[config.mk]
export PLATFORM = sky130hd
export DESIGN_NAME = cvd_guard_and_bus_control
export DESIGN_NICKNAME = d
export VERILOG_FILES = /design/src/verilog/cvd_pkg.sv /design/src/verilog/cvd_seq_if.sv /design/src/verilog/cvd_stage_timer.sv /design/src/verilog/cvd_guard_drive.sv /design/src/verilog/cvd_guard_and_bus_control.sv
export VERILOG_INCLUDE_DIRS = /design/src /design/src/verilog
export SDC_FILE = /design/constraint.sdc
export NUM_CORES = 1
export LEC_CHECK = 0
export ABC_CLOCK_PERIOD_IN_PS = 3300
export BUFFER_PORTS_ARGS = -buffer_cell sky130_fd_sc_hd__buf_2
export CAP_MARGIN = 0
export CORE_UTILIZATION = 25
export CTS_CLUSTER_DIAMETER = 150
export DETAILED_ROUTE_END_ITERATION = 8
export PLACE_DENSITY = 0.43
export SYNTH_ARGS = -nofsm -noshare
export SYNTH_HDL_FRONTEND = slang
export SYNTH_SLANG_ARGS = --single-unit
[constraint.sdc]
create_clock -name clk_i -period 3.3 [get_ports clk_i]
set_clock_uncertainty 0.15 [all_clocks]
set_input_delay 0.165 -clock clk_i [delete_from_list [all_inputs] [get_ports clk_i]]
set_output_delay 0.165 -clock clk_i [all_outputs]
set_load 0.1 [all_outputs]
[src/verilog/cvd_defs.svh]
// register offsets, field positions, reset values and timing counts
// assumes a 12-bit data-memory address and 8-bit register data
`ifndef CVD_DEFS_SVH
`define CVD_DEFS_SVH
// converter registers seen at their low-bank alias
`define CVD_OFS_RES0L_ALIAS 12'h09b
`define CVD_OFS_RES0H_ALIAS 12'h09c
`define CVD_OFS_CTRL0_ALIAS 12'h09d
`define CVD_OFS_CTRL1_ALIAS 12'h09e
// sensing bank
`define CVD_OFS_CTRL0       12'h711
`define CVD_OFS_CTRL1       12'h712
`define CVD_OFS_TRIG        12'h713
`define CVD_OFS_POL         12'h714
`define CVD_OFS_STAT        12'h715
`define CVD_OFS_PRE         12'h716
`define CVD_OFS_ACQ         12'h717
`define CVD_OFS_GRD         12'h718
`define CVD_OFS_CAP         12'h719
`define CVD_OFS_RES0L       12'h71a
`define CVD_OFS_RES0H       12'h71b
`define CVD_OFS_RES1L       12'h71c
`define CVD_OFS_RES1H       12'h71d
// field positions
`define CVD_BIT_ON          0
`define CVD_BIT_GO          1
`define CVD_BIT_FMT         7
`define CVD_BIT_DSEN        0
`define CVD_BIT_IPEN        1
`define CVD_BIT_OOEN        3
`define CVD_BIT_OEN         4
`define CVD_BIT_OLEN        5
`define CVD_BIT_IPPOL       6
`define CVD_BIT_EPPOL       7
`define CVD_BIT_GRD_A       7
`define CVD_BIT_GRD_B       6
`define CVD_BIT_GRD_POL     5
// reset value of every register
`define CVD_REG_RST         8'h00
// cycles between first and second conversion of a double sample
`define CVD_GAP_CYCLES      7'd2
`endif

[src/verilog/cvd_pkg.sv]
// types shared by the sensing sequencer and its helpers
// assumes cvd_defs.svh holds every number
package cvd_pkg;
  typedef enum logic [2:0] {
    CVD_IDLE = 3'b000,
    CVD_PRE  = 3'b001,
    CVD_ACQ  = 3'b010,
    CVD_CONV = 3'b011,
    CVD_GAP  = 3'b100
  } cvd_state_type;

  typedef struct packed {
    cvd_state_type st;
    logic          second;
    logic          start;
    logic          done;
    logic [4:0]    trig_prev;
    logic [7:0]    ctrl0, ctrl1, trig, pol, pre, acq, grd, cap, rdata;
    logic [15:0]   res0, res1;
  } cvd_main_type;

  typedef struct packed {
    logic a_lvl;
    logic b_lvl;
    logic inv_q;
  } cvd_guard_type;
endpackage

[src/verilog/cvd_seq_if.sv]
// carries sequencer stage and live settings to the pin drive
// assumes one clock domain shared by both ends
`timescale 1ns/10ps
interface cvd_seq_if;
  import cvd_pkg::*;
  cvd_state_type seq_st;
  logic          inv2;
  logic          pre_start;
  logic          acq_start;
  logic          conv_on;
  logic          grd_a_en;
  logic          grd_b_en;
  logic          grd_pol;
  logic          ovr_en;
  logic          int_pol;

  modport seq (output seq_st, inv2, pre_start, acq_start, conv_on, grd_a_en,
               grd_b_en, grd_pol, ovr_en, int_pol);
  modport drv (input seq_st, inv2, pre_start, acq_start, conv_on, grd_a_en,
               grd_b_en, grd_pol, ovr_en, int_pol);
endinterface

[src/verilog/cvd_stage_timer.sv]
// down counter timing pre-charge, acquisition and the double-sample gap
// assumes load_i is a one-cycle pulse on entry into a timed stage
`timescale 1ns/10ps
module cvd_stage_timer #(
  parameter int W = 7
) (
  // clock and reset
  input  wire logic         clk_i,
  input  wire logic         rst_b_i,
  // control
  input  wire logic         load_i,
  input  wire logic [W-1:0] count_i,
  // status
  output logic              done_o
);
  logic [W-1:0] remain, next_remain;

  // stage ends in its last counted cycle
  assign done_o = (remain == W'(1));

  // load on entry, else count down to zero
  always_comb begin
    next_remain = remain;
    if (load_i) begin
      next_remain = count_i;
    end else if (remain != '0) begin
      next_remain = remain - W'(1);
    end
  end

  always_ff @(posedge clk_i or negedge rst_b_i) begin
    if (!rst_b_i) begin
      remain <= '0;
    end else begin
      remain <= next_remain;
    end
  end
endmodule

[src/verilog/cvd_guard_drive.sv]
// guard ring and monitor pin drive for the sensing sequencer
// assumes stage-start pulses come one cycle before the stage shows
`timescale 1ns/10ps
module cvd_guard_drive
  import cvd_pkg::*;
(
  // clock and reset
  input  wire logic clk_i,
  input  wire logic rst_b_i,
  // sequencer side
  cvd_seq_if.drv    sq,
  // pins
  output logic      guard_a_o,
  output logic      guard_a_oe_o,
  output logic      guard_b_o,
  output logic      guard_b_oe_o,
  output logic      mon_pin_o,
  output logic      mon_pin_oe_o
);
  cvd_guard_type s, n;
  logic          lvl;

  // polarity used by hardware; the stored bit is never touched
  assign lvl = sq.grd_pol ^ sq.inv2;

  // levels latch only at stage starts and hold between them
  always_comb begin
    n = s;
    if (sq.pre_start) begin
      n.a_lvl = lvl;
      n.b_lvl = lvl;
      n.inv_q = sq.inv2;
    end
    if (sq.acq_start) begin
      n.a_lvl = ~lvl;
      n.b_lvl = lvl;
      n.inv_q = sq.inv2;
    end
  end

  always_ff @(posedge clk_i or negedge rst_b_i) begin
    if (!rst_b_i) begin
      s <= '0;
    end else begin
      s <= n;
    end
  end

  // guards drive whenever enabled and on, released otherwise
  assign guard_a_o    = s.a_lvl;
  assign guard_b_o    = s.b_lvl;
  assign guard_a_oe_o = sq.grd_a_en & sq.conv_on;
  assign guard_b_oe_o = sq.grd_b_en & sq.conv_on;

  // override only in pre-charge; port direction rules elsewhere
  assign mon_pin_oe_o = sq.ovr_en & (sq.seq_st == CVD_PRE);
  assign mon_pin_o    = sq.int_pol ^ s.inv_q;

  a_guard_active: assert property (@(posedge clk_i) disable iff (!rst_b_i)
    (sq.grd_a_en && sq.conv_on) |-> guard_a_oe_o)
    else $error("guard a not driven while enabled");
  a_guard_release: assert property (@(posedge clk_i) disable iff (!rst_b_i)
    !sq.conv_on |-> (!guard_a_oe_o && !guard_b_oe_o))
    else $error("guard driven while converter off");
  a_guard_pre_level: assert property (@(posedge clk_i) disable iff (!rst_b_i)
    (sq.pre_start && !sq.acq_start) |=> (guard_a_o == $past(lvl) && guard_b_o == $past(lvl)))
    else $error("guard level wrong at pre-charge start");
  a_guard_acq_flip: assert property (@(posedge clk_i) disable iff (!rst_b_i)
    sq.acq_start |=> (guard_a_o == !$past(lvl)))
    else $error("guard a not inverted at acquisition");
  a_monitor_free: assert property (@(posedge clk_i) disable iff (!rst_b_i)
    (sq.seq_st != CVD_PRE) |-> !mon_pin_oe_o)
    else $error("monitor pin overridden outside pre-charge");
endmodule

[src/verilog/cvd_guard_and_bus_control.sv]
// capacitive-divider sensing sequencer, register bank and pin control
// assumes a single-cycle data-memory write port and an external
// converter core that answers conv_start_o with conv_done_i
`timescale 1ns/10ps
`include "cvd_defs.svh"
module cvd_guard_and_bus_control
  import cvd_pkg::*;
(
  // clock and reset
  input  wire logic       clk_i,
  input  wire logic       rst_b_i,
  // register port
  input  wire logic       reg_wr_i,
  input  wire logic [11:0] reg_addr_i,
  input  wire logic [7:0] reg_wdata_i,
  output logic      [7:0] reg_rdata_o,
  // special event trigger sources, codes 1 to 5
  input  wire logic [4:0] trig_src_i,
  // converter core
  output logic            conv_start_o,
  output logic      [4:0] chan_sel_o,
  input  wire logic       conv_done_i,
  input  wire logic [9:0] conv_result_i,
  // analog switches
  output logic            hold_pre_level_o,
  output logic            pad_override_o,
  output logic            pad_pre_level_o,
  output logic      [2:0] extra_cap_o,
  output logic            passgate_o,
  output logic            low_z_o,
  // interrupt flag set request
  output logic            irq_set_o,
  // pins
  output logic            guard_a_o,
  output logic            guard_a_oe_o,
  output logic            guard_b_o,
  output logic            guard_b_oe_o,
  output logic            mon_pin_o,
  output logic            mon_pin_oe_o
);
  cvd_main_type s, n;
  logic         tmr_load;
  logic [6:0]   tmr_count;
  logic         tmr_done;
  logic         on, go, dbl, inv, trig_hit;
  logic [4:0]   trig_edge;
  logic [7:0]   rv;
  logic [11:0]  home;

  cvd_seq_if sq ();

  // low-bank alias folds onto its sensing-bank home
  function automatic logic [11:0] reg_home(input logic [11:0] a);
    unique case (a)
      `CVD_OFS_RES0L_ALIAS: reg_home = `CVD_OFS_RES0L;
      `CVD_OFS_RES0H_ALIAS: reg_home = `CVD_OFS_RES0H;
      `CVD_OFS_CTRL0_ALIAS: reg_home = `CVD_OFS_CTRL0;
      `CVD_OFS_CTRL1_ALIAS: reg_home = `CVD_OFS_CTRL1;
      default:              reg_home = a;
    endcase
  endfunction

  // result layout follows the format bit: {high, low}
  function automatic logic [15:0] justify(input logic fmt, input logic [9:0] r);
    justify = fmt ? {6'h00, r} : {r, 6'h00};
  endfunction

  // first timed stage; zero counts skip their stage
  function automatic cvd_state_type first_stage(input logic [7:0] p, input logic [7:0] q);
    if (p[6:0] != 7'h00) begin
      first_stage = CVD_PRE;
    end else if (q[6:0] != 7'h00) begin
      first_stage = CVD_ACQ;
    end else begin
      first_stage = CVD_CONV;
    end
  endfunction

  // status stage code: gap reads as not converting
  function automatic logic [1:0] stage_code(input cvd_state_type st);
    unique case (st)
      CVD_PRE:  stage_code = 2'h1;
      CVD_ACQ:  stage_code = 2'h2;
      CVD_CONV: stage_code = 2'h3;
      default:  stage_code = 2'h0;
    endcase
  endfunction

  assign home      = reg_home(reg_addr_i);
  assign trig_edge = trig_src_i & ~s.trig_prev;
  // codes 6 and 7 are reserved and never trigger
  assign trig_hit  = (s.trig[6:4] != 3'h0) && (s.trig[6:4] <= 3'h5)
                     && trig_edge[s.trig[6:4] - 3'h1];

  // register writes, then sequencer; hardware set of go wins over a register-write clear
  always_comb begin
    n           = s;
    n.start     = 1'b0;
    n.done      = 1'b0;
    n.trig_prev = trig_src_i;
    if (reg_wr_i) begin
      unique case (home)
        `CVD_OFS_CTRL0: n.ctrl0 = {1'b0, reg_wdata_i[6:0]};
        `CVD_OFS_CTRL1: n.ctrl1 = {reg_wdata_i[7:4], 2'b00, reg_wdata_i[1:0]};
        `CVD_OFS_TRIG:  n.trig  = {1'b0, reg_wdata_i[6:4], 4'h0};
        `CVD_OFS_POL:   n.pol   = {reg_wdata_i[7:3], 1'b0, reg_wdata_i[1:0]};
        `CVD_OFS_PRE:   n.pre   = {1'b0, reg_wdata_i[6:0]};
        `CVD_OFS_ACQ:   n.acq   = {1'b0, reg_wdata_i[6:0]};
        `CVD_OFS_GRD:   n.grd   = {reg_wdata_i[7:5], 5'h00};
        `CVD_OFS_CAP:   n.cap   = {5'h00, reg_wdata_i[2:0]};
        `CVD_OFS_RES0L: n.res0[7:0]  = reg_wdata_i;
        `CVD_OFS_RES0H: n.res0[15:8] = reg_wdata_i;
        `CVD_OFS_RES1L: n.res1[7:0]  = reg_wdata_i;
        `CVD_OFS_RES1H: n.res1[15:8] = reg_wdata_i;
        default: ;
      endcase
    end
    if (trig_hit && n.ctrl0[`CVD_BIT_ON]) begin
      n.ctrl0[`CVD_BIT_GO] = 1'b1;
    end
    on  = n.ctrl0[`CVD_BIT_ON];
    go  = n.ctrl0[`CVD_BIT_GO];
    dbl = s.pol[`CVD_BIT_DSEN];
    // turning off or clearing go ends the sequence, with a partial result only if it stops in conversion
    if (s.st != CVD_IDLE && (!on || !go)) begin
      if (s.st == CVD_CONV) begin
        if (s.second) begin
          n.res1 = justify(s.ctrl1[`CVD_BIT_FMT], conv_result_i);
        end else begin
          n.res0 = justify(s.ctrl1[`CVD_BIT_FMT], conv_result_i);
        end
      end
      n.ctrl0[`CVD_BIT_GO] = 1'b0;
      n.st = CVD_IDLE;
    end else begin
      unique case (s.st)
        CVD_IDLE: begin
          if (on && go) begin
            n.second = 1'b0;
            if (dbl) begin
              n.res1 = 16'h0000;
            end
            n.st = first_stage(n.pre, n.acq);
          end
        end
        CVD_PRE: begin
          if (tmr_done) begin
            // acquisition follows at once, or conversion if it is off
            n.st = (s.acq[6:0] != 7'h00) ? CVD_ACQ : CVD_CONV;
          end
        end
        CVD_ACQ: begin
          if (tmr_done) begin
            n.st = CVD_CONV;
          end
        end
        CVD_CONV: begin
          if (conv_done_i) begin
            if (dbl && !s.second) begin
              n.res0   = justify(s.ctrl1[`CVD_BIT_FMT], conv_result_i);
              n.second = 1'b1;
              n.st     = CVD_GAP;
            end else begin
              if (s.second) begin
                n.res1 = justify(s.ctrl1[`CVD_BIT_FMT], conv_result_i);
              end else begin
                n.res0 = justify(s.ctrl1[`CVD_BIT_FMT], conv_result_i);
              end
              n.ctrl0[`CVD_BIT_GO] = 1'b0;
              n.done = 1'b1;
              n.st   = CVD_IDLE;
            end
          end
        end
        CVD_GAP: begin
          if (tmr_done) begin
            n.st = first_stage(s.pre, s.acq);
          end
        end
        default: n.st = CVD_IDLE;
      endcase
    end
    n.start = (n.st == CVD_CONV) && (s.st != CVD_CONV);
    // read data registered one cycle after the address
    unique case (home)
      `CVD_OFS_CTRL0: rv = s.ctrl0;
      `CVD_OFS_CTRL1: rv = s.ctrl1;
      `CVD_OFS_TRIG:  rv = s.trig;
      `CVD_OFS_POL:   rv = s.pol; // stored polarity, never the inverted one
      `CVD_OFS_STAT:  rv = {5'h00, s.ctrl0[`CVD_BIT_GO], stage_code(s.st)};
      `CVD_OFS_PRE:   rv = s.pre;
      `CVD_OFS_ACQ:   rv = s.acq;
      `CVD_OFS_GRD:   rv = s.grd;
      `CVD_OFS_CAP:   rv = s.cap;
      `CVD_OFS_RES0L: rv = s.res0[7:0];
      `CVD_OFS_RES0H: rv = s.res0[15:8];
      `CVD_OFS_RES1L: rv = s.res1[7:0];
      `CVD_OFS_RES1H: rv = s.res1[15:8];
      default:        rv = 8'h00;
    endcase
    n.rdata = rv;
  end

  always_ff @(posedge clk_i or negedge rst_b_i) begin
    if (!rst_b_i) begin
      s <= '0;
    end else begin
      s <= n;
    end
  end

  // timer reloads on every stage change
  assign tmr_load  = (n.st != s.st);
  assign tmr_count = (n.st == CVD_PRE) ? n.pre[6:0] :
                     (n.st == CVD_ACQ) ? n.acq[6:0] : `CVD_GAP_CYCLES;

  cvd_stage_timer #(
    .W (7)
  ) u_timer (
    .clk_i   (clk_i),
    .rst_b_i (rst_b_i),
    .load_i  (tmr_load),
    .count_i (tmr_count),
    .done_o  (tmr_done)
  );

  // second-pass inversion uses the stage about to start
  assign inv = n.second & s.pol[`CVD_BIT_DSEN] & s.pol[`CVD_BIT_IPEN];
  assign sq.seq_st    = s.st;
  assign sq.inv2      = inv;
  assign sq.pre_start = (n.st == CVD_PRE) && (s.st != CVD_PRE);
  assign sq.acq_start = (n.st == CVD_ACQ) && (s.st != CVD_ACQ);
  assign sq.conv_on   = s.ctrl0[`CVD_BIT_ON];
  assign sq.grd_a_en  = s.grd[`CVD_BIT_GRD_A];
  assign sq.grd_b_en  = s.grd[`CVD_BIT_GRD_B];
  assign sq.grd_pol   = s.grd[`CVD_BIT_GRD_POL];
  assign sq.ovr_en    = s.pol[`CVD_BIT_OOEN];
  assign sq.int_pol   = s.pol[`CVD_BIT_IPPOL];

  cvd_guard_drive u_guard (
    .clk_i        (clk_i),
    .rst_b_i      (rst_b_i),
    .sq           (sq),
    .guard_a_o    (guard_a_o),
    .guard_a_oe_o (guard_a_oe_o),
    .guard_b_o    (guard_b_o),
    .guard_b_oe_o (guard_b_oe_o),
    .mon_pin_o    (mon_pin_o),
    .mon_pin_oe_o (mon_pin_oe_o)
  );

  // core handshake and analog switch controls
  assign reg_rdata_o      = s.rdata;
  assign conv_start_o     = s.start;
  assign irq_set_o        = s.done; // flag itself is cleared by software
  assign chan_sel_o       = s.ctrl0[6:2];
  assign pad_override_o   = (s.st == CVD_PRE);
  assign hold_pre_level_o = s.pol[`CVD_BIT_IPPOL] ^ (s.second & s.pol[`CVD_BIT_IPEN]
                            & s.pol[`CVD_BIT_DSEN]);
  assign pad_pre_level_o  = s.pol[`CVD_BIT_EPPOL] ^ (s.second & s.pol[`CVD_BIT_IPEN]
                            & s.pol[`CVD_BIT_DSEN]);
  // extra capacitance only while charging, so conversion sees bare hold cap
  assign extra_cap_o      = (s.st == CVD_PRE || s.st == CVD_ACQ) ? s.cap[2:0]
                            : 3'h0;
  assign passgate_o       = s.pol[`CVD_BIT_OEN];
  assign low_z_o          = s.pol[`CVD_BIT_OLEN];

  a_cap_off_conv: assert property (@(posedge clk_i) disable iff (!rst_b_i)
    (s.st == CVD_CONV) |-> (extra_cap_o == 3'h0))
    else $error("extra capacitance attached during conversion");
  a_gap_two_cycles: assert property (@(posedge clk_i) disable iff (!rst_b_i)
    (s.st == CVD_CONV && conv_done_i && s.pol[`CVD_BIT_DSEN] && !s.second && go && on)
    |=> (s.st == CVD_GAP) ##1 (s.st == CVD_GAP) ##1 (s.st != CVD_GAP))
    else $error("second conversion gap not two cycles");
  a_pre_skipped: assert property (@(posedge clk_i) disable iff (!rst_b_i)
    (s.st == CVD_IDLE && n.st != CVD_IDLE && n.pre[6:0] == 7'h00) |=> (s.st != CVD_PRE))
    else $error("pre-charge ran with zero count");
  a_end_signals: assert property (@(posedge clk_i) disable iff (!rst_b_i)
    irq_set_o |-> (!s.ctrl0[`CVD_BIT_GO] && s.st == CVD_IDLE))
    else $error("interrupt request without go cleared");
  a_alias_write: assert property (@(posedge clk_i) disable iff (!rst_b_i)
    (reg_wr_i && reg_addr_i == `CVD_OFS_CTRL0_ALIAS && !trig_hit
     && s.st == CVD_IDLE) |=> (s.ctrl0[6:2] == $past(reg_wdata_i[6:2])))
    else $error("low-bank control write not seen in sensing bank");
  a_pol_stored: assert property (@(posedge clk_i) disable iff (!rst_b_i)
    !$past(reg_wr_i) |-> $stable(s.grd))
    else $error("stored guard polarity changed by hardware");
  a_result_second: assert property (@(posedge clk_i) disable iff (!rst_b_i)
    (s.st == CVD_CONV && conv_done_i && s.second && go && on)
    |=> (s.res1 == justify($past(s.ctrl1[`CVD_BIT_FMT]), $past(conv_result_i))))
    else $error("second result not in second pair");
endmodule

# Word-level counts from Yosys, hierarchy flattened
# Cells that the tools add are included.
word_totals:
  ff_bits: 104
  input_bits: 39
  out_inout_bits: 29
  word_cells: 160
op_classes:
  n_addsub: 2
  n_lt_le_gt_ge: 2
  eq_ne: 29
  mux: 62
  bitwise: 14
  n_reduce_logical: 30
op_table:
  columns: ["cell", "n"]
  rows:
  - ["equality test 12 x 11 -> 1 bit, second input constant", 13]
  - ["two-way mux 16 bit", 8]
  - ["two-way mux 32 bit", 4]
  - ["case mux 8 bit (13 select lines)", 1]
  - ["two-way mux 58 bit", 1]
  - ["two-way mux 8 bit", 7]
  - ["two-way mux 7 bit", 7]
  - ["equality test 12 x 8 -> 1 bit, second input constant", 4]
  - ["case mux 12 bit (4 select lines)", 1]
  - ["nonzero test 7 bit", 5]
  - ["two-way mux 3 bit", 11]
  - ["case mux 16 bit (2 select lines)", 1]
  - ["case mux 3 bit (5 select lines)", 1]
  - ["two-way mux 1 bit", 14]
  - ["equality test 3 x 2 -> 1 bit, second input constant", 4]
  - ["AND reduction 2 bit", 6]
  - ["logical AND 1 bit", 9]
  - ["two-way mux 4 bit", 2]
  - ["bitwise AND 1 bit", 7]
  - ["equality test 7 x 1 -> 1 bit, second input constant", 1]
  - ["subtractor 7 x 1 -> 7 bit, second input constant", 1]
  - ["equality test 3 x 1 -> 1 bit, second input constant", 2]
  - ["!= test 3 x 2 -> 1 bit, second input constant", 2]
  - ["case mux 2 bit (3 select lines)", 1]
  - ["18 further kinds", 26]

# Depth between registers and ports, before layout
logic_depth:
  ltp_word: 16
  depth_mapped: 11
  depth_no_buf: 11

# Modules after synthesis
# Synthesis repeated with hierarchy kept, for this count alone.
unflattened:
  hier_cells: 562
  area_unflattened_um2: 5923.2
by_module_without_submodules:
  columns: ["mod", "n_inst", "cells_per_inst", "area_per_inst_um2", "seq_area_each_um2"]
  rows:
  - ["cvd_guard_and_bus_control", 1, 495, 5303.8, 2352.3]
  - ["cvd_stage_timer", 1, 51, 454.2, 175.2]
  - ["cvd_guard_drive", 1, 16, 165.2, 75.1]

# Least setup slack after synthesis
# OpenSTA, ideal clock, no wires.
synth_timing:
  path_type: "reg2out"
  startpoint: "reg s (netlist bit sq.seq_st[1])"
  endpoint: "out mon_pin_oe_o"
  arrival_ns: 3.009
  slack_ns: -0.024
  path_stages_with_launch: 5
  n_path_buf: 1
  path_cell_list: "dfrtp_1 buf_2 nor2b_1 nor2b_1 and2_1"
synth_via:
  elab_chain_cells: 2
synth_rtl:
  columns: ["element", "line", "source"]
  rows:
  - ["start, declared", "cvd_guard_and_bus_control.sv:41", "cvd_main_type s, n;"]
  - ["start signal, assigned", "cvd_guard_and_bus_control.sv:208", "s <= n;"]
  - ["equality test 3 x 1 -> 1 bit", null, null]
  - ["net pad_override_o", "cvd_guard_and_bus_control.sv:26", "output logic pad_override_o,"]
  - ["bitwise AND 1 bit", "cvd_guard_drive.sv:56", "assign mon_pin_oe_o = sq.ovr_en & (sq.seq_st == CVD_PRE);"]
  - ["end, declared", "cvd_guard_and_bus_control.sv:39", "output logic mon_pin_oe_o"]
# The timed path passes the listed nets, and every way through them passes these cells.

# Worst setup path in the final report
layout_timing:
  startpoint: "reg s[85] (netlist name)"
  endpoint: "reg u_timer.remain[3]"
layout_via:
  elab_chain_cells: 14
  word_cells_on_any_way: 23
  classes_between: "1 x add/sub; 1 x order compare; 3 x eq/ne; 9 x mux; 9 x reduce/logical"
layout_rtl:
  columns: ["element", "line", "source"]
  rows:
  - ["subtractor 3 x 1 -> 3 bit", "cvd_guard_and_bus_control.sv:93", "&& trig_edge[s.trig[6:4] - 3'h1];"]
  - ["binary-select mux 1 bit (select 3 bit)", "cvd_guard_and_bus_control.sv:93", null]
  - ["two-way mux 1 bit (not written as such)", "cvd_guard_and_bus_control.sv:93", null]
  - ["logical AND 1 bit (*)", "cvd_guard_and_bus_control.sv:93", null]
  - ["logical AND 1 bit (*)", "cvd_guard_and_bus_control.sv:118", "if (trig_hit && n.ctrl0[`CVD_BIT_ON]) begin"]
  - ["two-way mux 1 bit (*)", "cvd_guard_and_bus_control.sv:118", null]
  - ["logical AND 1 bit or zero test 1 bit (tied branches)", "cvd_guard_and_bus_control.sv:138, cvd_guard_and_bus_control.sv:125", null]
  - ["two-way mux 4 bit or logical OR 1 bit (tied branches)", "cvd_guard_and_bus_control.sv:138, cvd_guard_and_bus_control.sv:125", null]
  - ["case mux 3 bit (5 select lines) or logical AND 1 bit (tied branches)", "cvd_guard_and_bus_control.sv:136, cvd_guard_and_bus_control.sv:125", null]
  - ["two-way mux 3 bit (*)", "cvd_guard_and_bus_control.sv:125", "if (s.st != CVD_IDLE && (!on || !go)) begin"]
  - ["equality test 3 x 2 -> 1 bit", "cvd_guard_and_bus_control.sv:215", "(n.st == CVD_ACQ) ? n.acq[6:0] : `CVD_GAP_CYCLES;"]
  - ["two-way mux 7 bit (no source line) (2 in series)", null, null]
  - ["two-way mux 7 bit", "cvd_stage_timer.sv:24", "if (load_i) begin"]
  - ["end signal, assigned", "cvd_stage_timer.sv:35", "remain <= next_remain;"]
  - ["end, declared", "cvd_stage_timer.sv:16", "logic [W-1:0] remain, next_remain;"]
# Every way passes the cells marked *; elsewhere a longest branch is shown, timed or not. The select of a mux whose other input is x is not followed.
# A chain may end at the register's enable or synchronous reset.

==> qor.csv <==
metric,value,unit
clk_pin_slew,0.08,ns
start_util,0.256,
fillCellCount,2630,
wirelength,21.0,mm
place_congestion,0.881,
slew_headroom,0.495,
ant_nets,0,
critPathKind,reg -> reg,
grt_pass1_wl,32.9,mm
num_vias,5298,
grt-busiest-layer,met2,
worst_slew_pin_slew,0.755,ns
p_leak,3.60,nW
syn2layout_area_growth,17.7,%
use_met1,0.225,
final_cell_mix,"104 x dfrtp_1, 66 x buf_2, 55 x mux2i_1, 45 x nand2_1, 43 x a21oi_1",
layout.nets,750,
worst_slack,0.184,ns
finalSetupViolations,0,
required,3.39,ns
post-route-min-period,3.12,ns
die-area,0.0264,mm²
yosysTopAreaCellShare,0.404,
status,"complete, no violations",
drt-pass1-iter-count,6,
use_met3,0.0227,
multi_input_area,0.00353,mm²
ys_warn_count,0,
netlist_area,0.00643,mm²
via_per_inst,5.09,
cts-root-buf,clkbuf_16,
critPathLaunchType,flop,
diodes,0,
pre_cts_ws,-0.0492,ns
cts-buffers-inserted,9,
hold_start,conv_result_i[9],
cpMostUsedCell,o211ai_2,
use_met2,0.266,
synth_edf_count,0,
fp.dieH,162,µm
cp_top_family,compound AO/OA/AOI/OAI gates,
hold_violations,0,
seq_area_frac_synth,0.404,
syn_nets,677,
synth.distinct_cells,83,
clock_sinks,104,
hpwlAfterDp,16.0,mm
r2r-start,s[85]$_DFFE_PN0P_,
core_area,0.0252,mm²
drt-initial-drc-count,496,
maxCapViolations,0,
clk_latency,0.36,ns
async_reset_ff_frac,1.00,
drv_slew,0,
critPathMaxStageDelay,0.39,ns
crit_buf_inv,2,
layout_commonest_cell,dfrtp_1,
ys.flop_type,dfrtp_1,
final.period_utilization,0.944,
drive_above_1_share,0.281,
grt_overflow_total,0,
cts_max_level,3,
wl_per_cell,20.2,µm
antenna_found_initial,0,
drc,0,
max_freq,321,MHz
crit_path_top_delay_cell,dfrtp_1,
grt_max_degree,55,
min-delay-path-class,in -> reg,
power.density,617,mW/mm²
crit_path_start,s[85]$_DFFE_PN0P_,
num_io_pins,68,
path_cells,inv_1 -> ha_1 -> mux4_2 -> nor3_1 -> o32a_1 -> o21a_4 -> o211ai_2 -> o211ai_2 -> buf_4 -> o22ai_1 -> mux2_4,
grt_use_total,0.165,
clockBufferDepth,2,
cts_tree,yes,
worstSetupEndpointType,flop,
grt_setup_unrepaired,false,
hold_slack,0.0145,ns
syn_area_per_cell,10.2,µm²
yosysTopAreaCell,dfrtp_1,
synthTopCellsByArea,"dfrtp_1 40%, mux2i_1 8.6%, mux2_2 6.8%",
synth_cells,633,
vdd_drop_max,236,µV
cp_max_fo,7,
grt_pass1_vias,5354,
seq_area,0.00260,mm²
crit_arrival,3.20,ns
synth_seq_cells,104,
portBuffers,67,
die_w,162,µm
rows,58,
worst reg2reg max path, cell delays in order (launching register included):
cell      delay, ns
dfrtp_1        0.39
inv_1          0.10
ha_1           0.32
mux4_2         0.32
nor3_1         0.15
o32a_1         0.32
o21a_4         0.22
o211ai_2       0.14
o211ai_2       0.30
buf_4          0.22
o22ai_1        0.12
mux2_4         0.27
power by group:
part,switching (mW),total [mW],leakage [nW],internal (mW)
Sequential,0.177,1.68,1.36,1.51
Clock,0.555,1.08,0.135,0.528
Combinational,1.14,1.91,2.10,0.773
Total,1.87,4.68,3.60,2.81
cells by family (layout without fill, tap and decap cells):
| family | count (synthesis) | in the layout | synth area share |
|---|---|---|---|
| AO/OA/AOI/OAI | 151 | 151 | 0.174 |
| multiplexers | 102 | 102 | 0.173 |
| adder cells (fa/ha/maj) | 5 | 5 | 0.00972 |
| flip-flops | 104 | 104 | 0.404 |
| XOR/XNOR | 9 | 9 | 0.0122 |
| buffers and inverters | 69 | 147 | 0.0504 |
| AND/OR/NAND/NOR | 193 | 193 | 0.176 |
per-layer routing:
metal  wire, µm  up-vias
met5          0        -
met4        457        0
met3        946       27
met2       9960      145
met1       9670     2651
li1           -     2475
worst paths after layout:
kind | slack, ns | cells past startpoint | endpoint
setup / recovery | 0.18 | 11 | u_timer.remain[3]$_DFFE_PN0P_
hold / removal | 0.01 | 3 | s[25]$_DFF_PN0_
setup reg to reg | 0.18 | 11 | u_timer.remain[3]$_DFFE_PN0P_
hold reg to reg | 0.35 | 1 | u_guard.guard_b_o$_DFFE_PN0P_
max in group asynchronous | 1.91 | 3 | s[86]$_DFFE_PN0P_
min in group asynchronous | 0.23 | 2 | s[12]$_DFF_PN0_
flip-flops by register name (all words and copies together), names as in the netlist:
name and count:
u_guard.s 1, passgate_o 1, u_guard.guard_b_o 1, sq.seq_st 3
dbl 1, conv_start_o 1, low_z_o 1, u_guard.guard_a_o 1
irq_set_o 1, chan_sel_o 5, s 73, u_timer.remain 7
reg_rdata_o 8
cell usage after synthesis (3+ instances only):
library cell,n
nand2b_1,6
a31oi_1,3
o22ai_1,8
o221ai_1,4
or2_2,5
nor3_1,7
nor4_4,3
nor2b_1,17
nor4b_1,3
a22oi_1,11
o21ai_1,4
a221oi_1,5
a22o_1,3
o21a_1,8
buf_2,7
and2_1,22
ha_1,5
mux2_2,39
mux2i_1,55
a21oi_1,44
mux2_4,5
o211ai_1,4
or3_1,3
nor2_1,38
nand4_1,6
nand2_1,45
o21ai_0,12
a222oi_1,15
nand3_1,5
xor2_1,4
dfrtp_1,104
clkbuf_1,24
inv_1,24
xnor2_1,5
nor4_1,7
buf_4,13
layout make-up:
class,instances,area share
inverters,24,0.0119
multi-input cells,460,0.466
clock inverters,7,0.00809
flip-flops and latches,104,0.344
repair buffers,107,0.0866
clock buffers,9,0.0297
well taps,330,0.0545
stage by stage:
stage / utilization / cell area [µm²] / power (mW) / TNS (ns) / cells
2_1_floorplan: - / 6440 / 3.09 / 0 / 633
3_3_place_gp: 0.286 / 7210 / 3.57 / 0 / 1018
3_5_place_dp: 0.286 / 7210 / 3.60 / -0.121 / 1018
4_1_cts: 0.301 / 7570 / 4.70 / 0 / 1041
5_1_grt: 0.301 / 7570 / 4.97 / 0 / 1041
6_report: 0.301 / 7570 / 4.68 / 0 / 1041
timing repair:
action / 4_1_cts / 5_1_grt
setup endpoints to repair: 4 / 6
endpoints found under the hold margin: 59 / 0
gates resized for setup: 1 / 1
setup buffers: 0 / 0
hold buffers: 7 / 0
Note: power is estimated with default switching activity, not from simulation.
